--- src/shreg_pkg.sv ---
/*
 * Shared constants and types for the four-stage shift register and its
 * snapshot FIFO.
 * Assumes nothing of its surroundings; imported by shift_register4 and the bench.
 */
`default_nettype none

package shreg_pkg;

    // ----------------------------------------------------------------
    // Widths and depths
    // ----------------------------------------------------------------
    localparam int STAGES     = 4;
    localparam int FIFO_DEPTH = 8;
    localparam int SYNC_LEN   = 2;

    // ----------------------------------------------------------------
    // Reset and clear values
    // ----------------------------------------------------------------
    localparam logic [STAGES-1:0] STAGE_CLEAR  = 4'h0;
    localparam logic              LAST_N_CLEAR = 1'b1;

    // ----------------------------------------------------------------
    // Bit positions in the synchronised pin vector
    // ----------------------------------------------------------------
    localparam int PIN_DATA  = 0;
    localparam int PIN_KN    = 4;
    localparam int PIN_J     = 5;
    localparam int PIN_MODE  = 6;
    localparam int PIN_CLK   = 7;
    localparam int PIN_CLR_N = 8;
    localparam int PIN_COUNT = 9;

    // ----------------------------------------------------------------
    // Operating modes
    // ----------------------------------------------------------------
    typedef enum logic
    {
        MODE_LOAD  = 1'b0,
        MODE_SHIFT = 1'b1
    } mode_t;

endpackage : shreg_pkg

`default_nettype wire

--- src/snap_if.sv ---
/*
 * Valid/ready carrier between the shift register core and its FIFO.
 * Assumes one clock domain shared by both ends.
 */
`timescale 1ns/100ps
`default_nettype none

interface snap_if #(parameter int WIDTH = 4);
    logic             valid;
    logic             ready;
    logic [WIDTH-1:0] data;

    modport source (output valid, output data, input ready);
    modport sink   (input valid, input data, output ready);
endinterface : snap_if

`default_nettype wire

--- src/snap_fifo.sv ---
/*
 * Small synchronous FIFO with a registered output stage.
 * Assumes one clock and a synchronous active-low reset; holds DEPTH words
 * in memory plus one in the output register.
 */
`timescale 1ns/100ps
`default_nettype none

module snap_fifo #(
    parameter int WIDTH = 4,
    parameter int DEPTH = 8
) (
    // Clock and reset
    input  wire logic             clock_i,
    input  wire logic             nrst_i,
    // Fill side
    snap_if.sink                  wr,
    // Drain side
    output logic                  out_valid_o,
    input  wire logic             out_ready_i,
    output logic [WIDTH-1:0]      out_data_o
);
    localparam int AW = $clog2(DEPTH);

    generate
        if (DEPTH < 2 || (1 << AW) != DEPTH || WIDTH < 1)
        begin : g_bad_size
            $error("snap_fifo: DEPTH must be a power of two >= 2");
        end
    endgenerate

    logic [WIDTH-1:0] mem [DEPTH];
    logic [AW-1:0]    wr_ptr_reg;
    logic [AW-1:0]    rd_ptr_reg;
    logic [AW:0]      count_reg;
    logic             out_valid_reg;
    logic [WIDTH-1:0] out_data_reg;
    logic             push;
    logic             pop;

    assign wr.ready    = (count_reg != DEPTH[AW:0]);
    assign push        = wr.valid && wr.ready;
    assign pop         = (count_reg != '0) && (!out_valid_reg || out_ready_i);
    assign out_valid_o = out_valid_reg;
    assign out_data_o  = out_data_reg;

    // ----------------------------------------------------------------
    // Storage
    // ----------------------------------------------------------------
    always_ff @(posedge clock_i)
    begin
        if (push)
            mem[wr_ptr_reg] <= wr.data;
    end

    // ----------------------------------------------------------------
    // Pointers and fill level
    // ----------------------------------------------------------------
    always_ff @(posedge clock_i)
    begin
        if (!nrst_i)
        begin
            wr_ptr_reg <= '0;
            rd_ptr_reg <= '0;
            count_reg  <= '0;
        end
        else
        begin
            if (push)
                wr_ptr_reg <= wr_ptr_reg + 1'b1;
            if (pop)
                rd_ptr_reg <= rd_ptr_reg + 1'b1;
            if (push && !pop)
                count_reg <= count_reg + 1'b1;
            else if (pop && !push)
                count_reg <= count_reg - 1'b1;
        end
    end

    // ----------------------------------------------------------------
    // Output register
    // ----------------------------------------------------------------
    always_ff @(posedge clock_i)
    begin
        if (!nrst_i)
        begin
            out_valid_reg <= 1'b0;
            out_data_reg  <= '0;
        end
        else if (pop)
        begin
            out_valid_reg <= 1'b1;
            out_data_reg  <= mem[rd_ptr_reg];
        end
        else if (out_ready_i)
            out_valid_reg <= 1'b0;
    end

endmodule : snap_fifo

`default_nettype wire

--- src/shift_register4.sv ---
/*
 * Four-stage parallel-access shift register with J/K-bar serial entry,
 * load-or-shift select and overriding active-low clear.
 * Assumes all register pins come from off-chip and are asynchronous to
 * clock_i; each applied shift-clock edge is also pushed as a snapshot into a FIFO.
 * Clear acts after the synchroniser, a few clock_i cycles after the pin.
 */
`timescale 1ns/100ps
`default_nettype none

module shift_register4
    import shreg_pkg::*;
#(
    parameter int WIDTH = shreg_pkg::STAGES,
    parameter int DEPTH = shreg_pkg::FIFO_DEPTH
) (
    // Clock and reset
    input  wire logic                           clock_i,
    input  wire logic                           nrst_i,
    // Register pins
    input  wire logic                           clear_n_i,
    input  wire logic                           shift_clk_i,
    input  wire logic                           load_or_shift_i,
    input  wire logic                           serial_j_i,
    input  wire logic                           serial_k_n_i,
    input  wire logic [shreg_pkg::STAGES-1:0]   par_data_i,
    // Parallel outputs
    output logic      [shreg_pkg::STAGES-1:0]   stage_o,
    output logic                                last_n_o,
    // Snapshot stream
    output logic                                snap_valid_o,
    input  wire logic                           snap_ready_i,
    output logic      [shreg_pkg::STAGES-1:0]   snap_data_o,
    output logic                                stalled_o
);
    import shreg_pkg::*;

    // ----------------------------------------------------------------
    // Parameter checks
    // ----------------------------------------------------------------
    generate
        if (WIDTH != STAGES)
        begin : g_bad_width
            $error("shift_register4: WIDTH must equal the stage count");
        end
        if (DEPTH < 2)
        begin : g_bad_depth
            $error("shift_register4: DEPTH must be at least two");
        end
    endgenerate

    // ----------------------------------------------------------------
    // Pin synchronisers
    // ----------------------------------------------------------------
    // Every pin is asynchronous to clock_i; only sync2_reg feeds logic.
    // Clear reads as asserted until the chain fills after reset, which
    // only repeats the reset values.
    logic [PIN_COUNT-1:0] pins;
    logic [PIN_COUNT-1:0] sync1_reg;
    logic [PIN_COUNT-1:0] sync2_reg;
    logic                 clk_prev_reg;

    assign pins = {clear_n_i, shift_clk_i, load_or_shift_i,
                   serial_j_i, serial_k_n_i, par_data_i};

    genvar gi;
    generate
        for (gi = 0; gi < PIN_COUNT; gi++)
        begin : g_sync
            always_ff @(posedge clock_i)
            begin
                if (!nrst_i)
                begin
                    sync1_reg[gi] <= 1'b0;
                    sync2_reg[gi] <= 1'b0;
                end
                else
                begin
                    sync1_reg[gi] <= pins[gi];
                    sync2_reg[gi] <= sync1_reg[gi];
                end
            end
        end
    endgenerate

    // ----------------------------------------------------------------
    // Synchronised pin fields and shift-clock edge
    // ----------------------------------------------------------------
    logic              clr_n;
    logic              clk_s;
    mode_t             mode;
    logic              j_s;
    logic              kn_s;
    logic [WIDTH-1:0]  data_s;
    logic              clk_rise;

    assign clr_n    = sync2_reg[PIN_CLR_N];
    assign clk_s    = sync2_reg[PIN_CLK];
    assign mode     = mode_t'(sync2_reg[PIN_MODE]);
    assign j_s      = sync2_reg[PIN_J];
    assign kn_s     = sync2_reg[PIN_KN];
    assign data_s   = sync2_reg[PIN_DATA +: STAGES];
    assign clk_rise = clk_s && !clk_prev_reg;

    // Starts low like the idle shift-clock pin, so reset makes no false edge
    always_ff @(posedge clock_i)
    begin
        if (!nrst_i)
            clk_prev_reg <= 1'b0;
        else
            clk_prev_reg <= clk_s;
    end

    // ----------------------------------------------------------------
    // Edge pending until the snapshot FIFO has room
    // ----------------------------------------------------------------
    snap_if #(.WIDTH(STAGES)) snap ();

    // A rise that finds the FIFO full waits here; a further rise while one
    // waits merges with it, so every applied edge still yields one word
    logic edge_pend_reg;
    logic apply;

    assign apply = clr_n && (clk_rise || edge_pend_reg) && snap.ready;

    always_ff @(posedge clock_i)
    begin
        if (!nrst_i || !clr_n)
            edge_pend_reg <= 1'b0;
        else if (clk_rise && !snap.ready)
            edge_pend_reg <= 1'b1;
        else if (apply)
            edge_pend_reg <= 1'b0;
    end

    // ----------------------------------------------------------------
    // Stage update
    // ----------------------------------------------------------------
    logic [WIDTH-1:0] stage_reg;
    logic [WIDTH-1:0] stage_next;
    logic             last_n_reg;
    logic             first_next;

    always_comb
    begin
        unique case ({j_s, kn_s})
            2'b00:   first_next = 1'b0;
            2'b11:   first_next = 1'b1;
            2'b10:   first_next = ~stage_reg[0];
            2'b01:   first_next = stage_reg[0];
            default: first_next = stage_reg[0];
        endcase
    end

    // A waiting edge uses the pins as they stand when it is applied
    always_comb
    begin
        stage_next = stage_reg;
        if (!clr_n)
            stage_next = STAGE_CLEAR;
        else if (apply)
        begin
            case (mode)
                MODE_LOAD:  stage_next = data_s;
                MODE_SHIFT: stage_next = {stage_reg[WIDTH-2:0], first_next};
                default:    stage_next = stage_reg;
            endcase
        end
    end

    always_ff @(posedge clock_i)
    begin
        if (!nrst_i)
            stage_reg <= STAGE_CLEAR;
        else
            stage_reg <= stage_next;
    end

    // ----------------------------------------------------------------
    // Inverted last stage
    // ----------------------------------------------------------------
    // Registered from the same next value so it never lags stage_o
    always_ff @(posedge clock_i)
    begin
        if (!nrst_i)
            last_n_reg <= LAST_N_CLEAR;
        else
            last_n_reg <= ~stage_next[WIDTH-1];
    end

    assign stage_o   = stage_reg;
    assign last_n_o  = last_n_reg;
    assign stalled_o = edge_pend_reg;

    // ----------------------------------------------------------------
    // Snapshot stream
    // ----------------------------------------------------------------
    // Each applied edge pushes the value the stages take on that edge
    assign snap.valid = apply;
    assign snap.data  = stage_next;

    snap_fifo #(
        .WIDTH(STAGES),
        .DEPTH(DEPTH)
    ) u_fifo (
        .clock_i     (clock_i),
        .nrst_i      (nrst_i),
        .wr          (snap),
        .out_valid_o (snap_valid_o),
        .out_ready_i (snap_ready_i),
        .out_data_o  (snap_data_o)
    );

endmodule : shift_register4

`default_nettype wire

--- config.mk ---
export PLATFORM = sky130hd
export DESIGN_NAME = shift_register4
export DESIGN_NICKNAME = d
export VERILOG_FILES = /design/src/shreg_pkg.sv /design/src/snap_if.sv /design/src/snap_fifo.sv /design/src/shift_register4.sv
export SDC_FILE = /design/constraint.sdc
export NUM_CORES = 1
export LEC_CHECK = 0
export CORE_ASPECT_RATIO = 1.1
export CORE_MARGIN = 4
export CORE_UTILIZATION = 60
export DETAILED_ROUTE_END_ITERATION = 6
export DONT_BUFFER_PORTS = 1
export PLACE_DENSITY = 0.76
export SYNTH_ARGS = -nofsm -noshare
export SYNTH_HDL_FRONTEND = slang
export SYNTH_SLANG_ARGS = --single-unit
--- constraint.sdc ---
create_clock -name clock_i -period 4.7 [get_ports clock_i]
set_input_delay 0.705 -clock clock_i [delete_from_list [all_inputs] [get_ports clock_i]]
set_output_delay 0.705 -clock clock_i [all_outputs]
set_load 0.005 [all_outputs]
# [Word level (Yosys, flattened, before mapping)]
# Memory sizes are Yosys's and may differ from the RTL's. A register that Yosys moved wholly into a read port is not among the register bits.
# Cells that the tools add are included.
# W data, S select, Z words.
[word_totals] ff_bits=36 mem_bits_rw=32 input_bits=12 wordCells=74 mem_count=1
[classes] n_addsub=4 n_eq_ne=4 mux=12 bitwise=3 reduce_logical=24
[memory_table] memory="u_fifo.mem" depth=8 word_bits=4 read_ports=1 rd_clocked_by_memory_dff=1 write_ports=1 line_no="snap_fifo.sv:32" text="logic [WIDTH-1:0] mem [DEPTH];"
[op_table] op="$mux W4" n=4
[op_table] op="$logic_and A1 B1 Y1" n=8
[op_table] op="$logic_not A1 Y1" n=8
[op_table] op="$pmux W4 S2" n=1
[op_table] op="$add A3 B1 Y3 const B" n=2
[op_table] op="$mux W1" n=6
[op_table] op="$reduce_bool A2 Y1" n=3
[op_table] op="$add A4 B1 Y4 const B" n=1
[op_table] op="$eq A2 B2 Y1 const B" n=2
[op_table] op="$ne A4 B4 Y1 const B" n=1
[op_table] op="$pmux W1 S4" n=1
[op_table] op="$reduce_bool A4 Y1" n=1
[op_table] op="$sub A4 B1 Y4 const B" n=1
[op_table] op="$logic_or A1 B1 Y1" n=3
[op_table] op="$not A1 Y1" n=3
[op_table] op="$eq A2 B1 Y1 const B" n=1
[op_table] op="$logic_not A2 Y1" n=1

# [Longest topological paths before layout]
[logic_depth] depth_word=10 mapped_depth=11 ltp_nobuf=10

# [By module]
# Synthesis repeated with hierarchy kept, for this count alone.
[unflattened] hier_cells=210 hier_area_um2=2831.5
[by_module_without_submodules] mod="snap_fifo" n_inst=1 cells_per_inst=133 area_per_inst_um2=1983.2 seq_area_each_um2=1261.2
[by_module_without_submodules] mod="shift_register4" n_inst=1 cells_per_inst=77 area_per_inst_um2=848.3 seq_area_each_um2=500.5

# [Worst setup path before layout]
# No wires, ideal clock.
[synth_path] kind="register -> register" start="reg u_fifo.count_reg[0]" end="reg u_fifo.count_reg[3]" setup_ns=0.072 arrival_ns=2.433 t_required_ns=4.628 slack_ns=2.195 path_stages_with_launch=12 path_buffers=1 path_cell_list="dfxtp_1 or4_1 and2_1 buf_2 inv_1 ha_1 inv_1 ha_1 a21oi_1 a211oi_1 a31oi_1 mux2i_1"
[synth_between] elab_chain_len=6 elab_cells_between_ends=14
[synth_rtl] element="start, declared" line_no="snap_fifo.sv:35" text="logic [AW:0] count_reg;"
[synth_rtl] element="start signal, assigned" line_no="snap_fifo.sv:74" text="count_reg <= count_reg + 1'b1;"
[synth_rtl] element="start signal, assigned" line_no="snap_fifo.sv:76" text="count_reg <= count_reg - 1'b1;"
[synth_rtl] element="parallel branches: the longest is 6 deep, another holds $sub A4 B1 Y4"
# Several ways; the timed one is not identified. The select of a mux whose other input is x is not followed.
# A chain may end at the register's enable or synchronous reset.

# [Worst setup path in the final report]
# Same ends and word-level chain as after synthesis.

==> flow_metrics.tcl <==
set metrics [dict create \
    postCtsSetupRepairBufs 0 \
    final_cells 268 \
    slowest_stage "or4_1" \
    status "complete, no violations" \
    antenna_found_initial 0 \
    path_cells "or4_1 > and2_1 > inv_1 > ha_1 > inv_1 > ha_1 > a21oi_1 > a211oi_1 > a31oi_1 > mux2i_1" \
    clk_pin_slew_ps 70 \
    worst_ep_required_time_ps 4970 \
    grt_max_degree 28 \
    grt_use_total_pct 17.5 \
    ys_warn_count 0 \
    max-clock-path-buffers 2 \
    endpoint_kind "register" \
    synth-edff-count 32 \
    crit_type "register to register" \
    max_freq_ghz 0.366 \
    totalNegativeSetupSlack_ps 0 \
    cts_tree "yes" \
    wl_met1_um 1930 \
    hold_violations 0 \
    p_per_area_mw_per_mm2 509 \
    path_max_fanout 11 \
    ys_types 35 \
    dr.pass1.iters 4 \
    start_util_pct 63.2 \
    die_w_um 72.5 \
    finalWorstPathRequiredPeriod_ps 2740 \
    slew_headroom_pct 41.2 \
    nNetsFinal 227 \
    clockRootBuffer "clkbuf_8" \
    fin_skew_ps 6.94 \
    post_cts_resize_count 0 \
    drc_errors 0 \
    tightest_slew_ps 876 \
    placed_cells 252 \
    nFillCells 319 \
    cts_max_level 3 \
    wl_met2_um 2240 \
    synthCells 207 \
    portBuffers 0 \
    leakage_uw 0.000960 \
    setup_viol 0 \
    ant_nets 0 \
    wire_per_inst_um 16.7 \
    postSynthRegisterBits 72 \
    worstPathArrival_ps 3010 \
    synth_ff_type "dfxtp_1" \
    syn_avg_cell_area_sq_um 13.3 \
    drive_above_1_share_pct 13.1 \
    final_common_cell "dfxtp_1" \
    synthArstFlopShare_pct 0 \
    clk_latency_ps 340 \
    drtIter0Drc 56 \
    top_layer "met4" \
    fp.dieH_um 79.0 \
    grt_pass1_wl_um 7270 \
    syn_nets 225 \
    routed_wirelength_um 4460 \
    cts_made_buffers 9 \
    diodes 0 \
    largest_reg_flops 32 \
    dr_total_vias 1517 \
    syn_area_sq_mm 0.00275 \
    fp.dieArea_sq_mm 0.00573 \
    globalRouteOverflowTotal 0 \
    met3_length_um 173 \
    maxCapViolCount 0 \
    critPathMaxStageDelay_ps 600 \
    ir_drop_v 0.000259 \
    coreArea_sq_mm 0.00435 \
    final_cell_mix "dfxtp_1, edfxtp_1, and2_1" \
    hold_slack_ps 439 \
    timing.final.max_slew_violations 0 \
    clkSinkCount 72 \
    row_count 25 \
    start_kind "register" \
    fin_crit_sh_pct 58.2 \
    place.gp.congestion 0.774 \
    via_per_inst 5.66 \
    hold_class "register to register" \
    grt_pass1_vias 1495 \
    cts_hold_buffers 0 \
    ios 23 \
    ys_seq_area_share_pct 64.1 \
    rsz0062_at_grt "false" \
    hpwl_um 3170 \
    syn2layout_area_growth_pct 7.92 \
]
==> metal layers <==
metal  up-vias  GRT usage [%]
met1       737           20.9
met5         -              0
met3         9           4.30
met4         0           11.1
li1        741              -
met2        30           27.9
==> area by class of cell <==
cell class                      count  area, sq um  share of cell area, %
Multi-Input combinational cell    118          915                   30.8
Tap cell                           54         67.6                   2.28
Sequential cell                    72         1760                   59.4
Clock inverter                      7         62.6                   2.11
Clock buffer                        9          124                   4.18
Inverter                            8         35.0                   1.18
==> worst max-delay path: cells and delay by family, from the launching register on <==
family	cells	cell delay [ps]
buffers and inverters	2	200
adder cells (fa/ha/maj)	2	500
AO/OA/AOI/OAI	3	500
flip-flops	1	370
AND/OR/NAND/NOR	2	900
multiplexers	1	200
==> cell families (layout without fill, tap and decap cells) <==
kind of cell | count (synthesis) | count (layout) | synth area share [%]
buffers and inverters | 17 | 24 | 2.60
adder cells (fa/ha/maj) | 6 | 6 | 3.01
AO/OA/AOI/OAI | 23 | 23 | 5.33
XOR/XNOR | 5 | 5 | 1.59
flip-flops | 72 | 72 | 64.1
AND/OR/NAND/NOR | 64 | 64 | 12.2
multiplexers | 20 | 20 | 11.2
==> final timing paths <==
check	start	cells past startpoint	end	slack, ps
max	u_fifo.count_reg[0]	10	u_fifo.count_reg[3]	1960
min	sync1_reg[1]	1	data_s[1]	440
max reg2reg	u_fifo.count_reg[0]	10	u_fifo.count_reg[3]	1960
min reg2reg	sync1_reg[1]	1	data_s[1]	440
==> power breakdown <==
| part | switching (uW) | leakage [uW] | internal (uW) |
|---|---|---|---|
| combinational | 138 | 0.000303 | 141 |
| clock | 217 | 0.0000901 | 239 |
| sequential | 71.4 | 0.000567 | 704 |
==> Yosys cell counts (2+ instances only) <==
master    count  area (sq um)
nor3_1        5          25.0
xnor2_1       3          26.3
buf_2         2          10.0
clkbuf_1      7          26.3
mux4_2        8           180
o21ai_0       5          25.0
a211oi_1      2          15.0
ha_1          5          62.6
edfxtp_1     32           961
mux2i_1       9          90.1
xor2_1        2          17.5
and2_1       20           125
dfxtp_1      40           801
mux2_2        2          22.5
nor2_1       19          71.3
inv_1         7          26.3
nand2b_1      5          31.3
nand2_1       7          26.3
nand3_1       2          10.0
a21oi_1      10          50.1
==> metrics by stage <==
stage,instance area [sq um],setup WS [ps],total power [uW],util [%]
2_1_floorplan,2750,2200,1020,-
3_3_place_gp,2780,2130,1050,63.9
3_5_place_dp,2780,1990,1070,63.9
4_1_cts,2970,1980,1520,68.2
5_1_grt,2970,1790,1590,68.2
6_report,2970,1960,1510,68.2
Power figures use the tool's default switching activity.
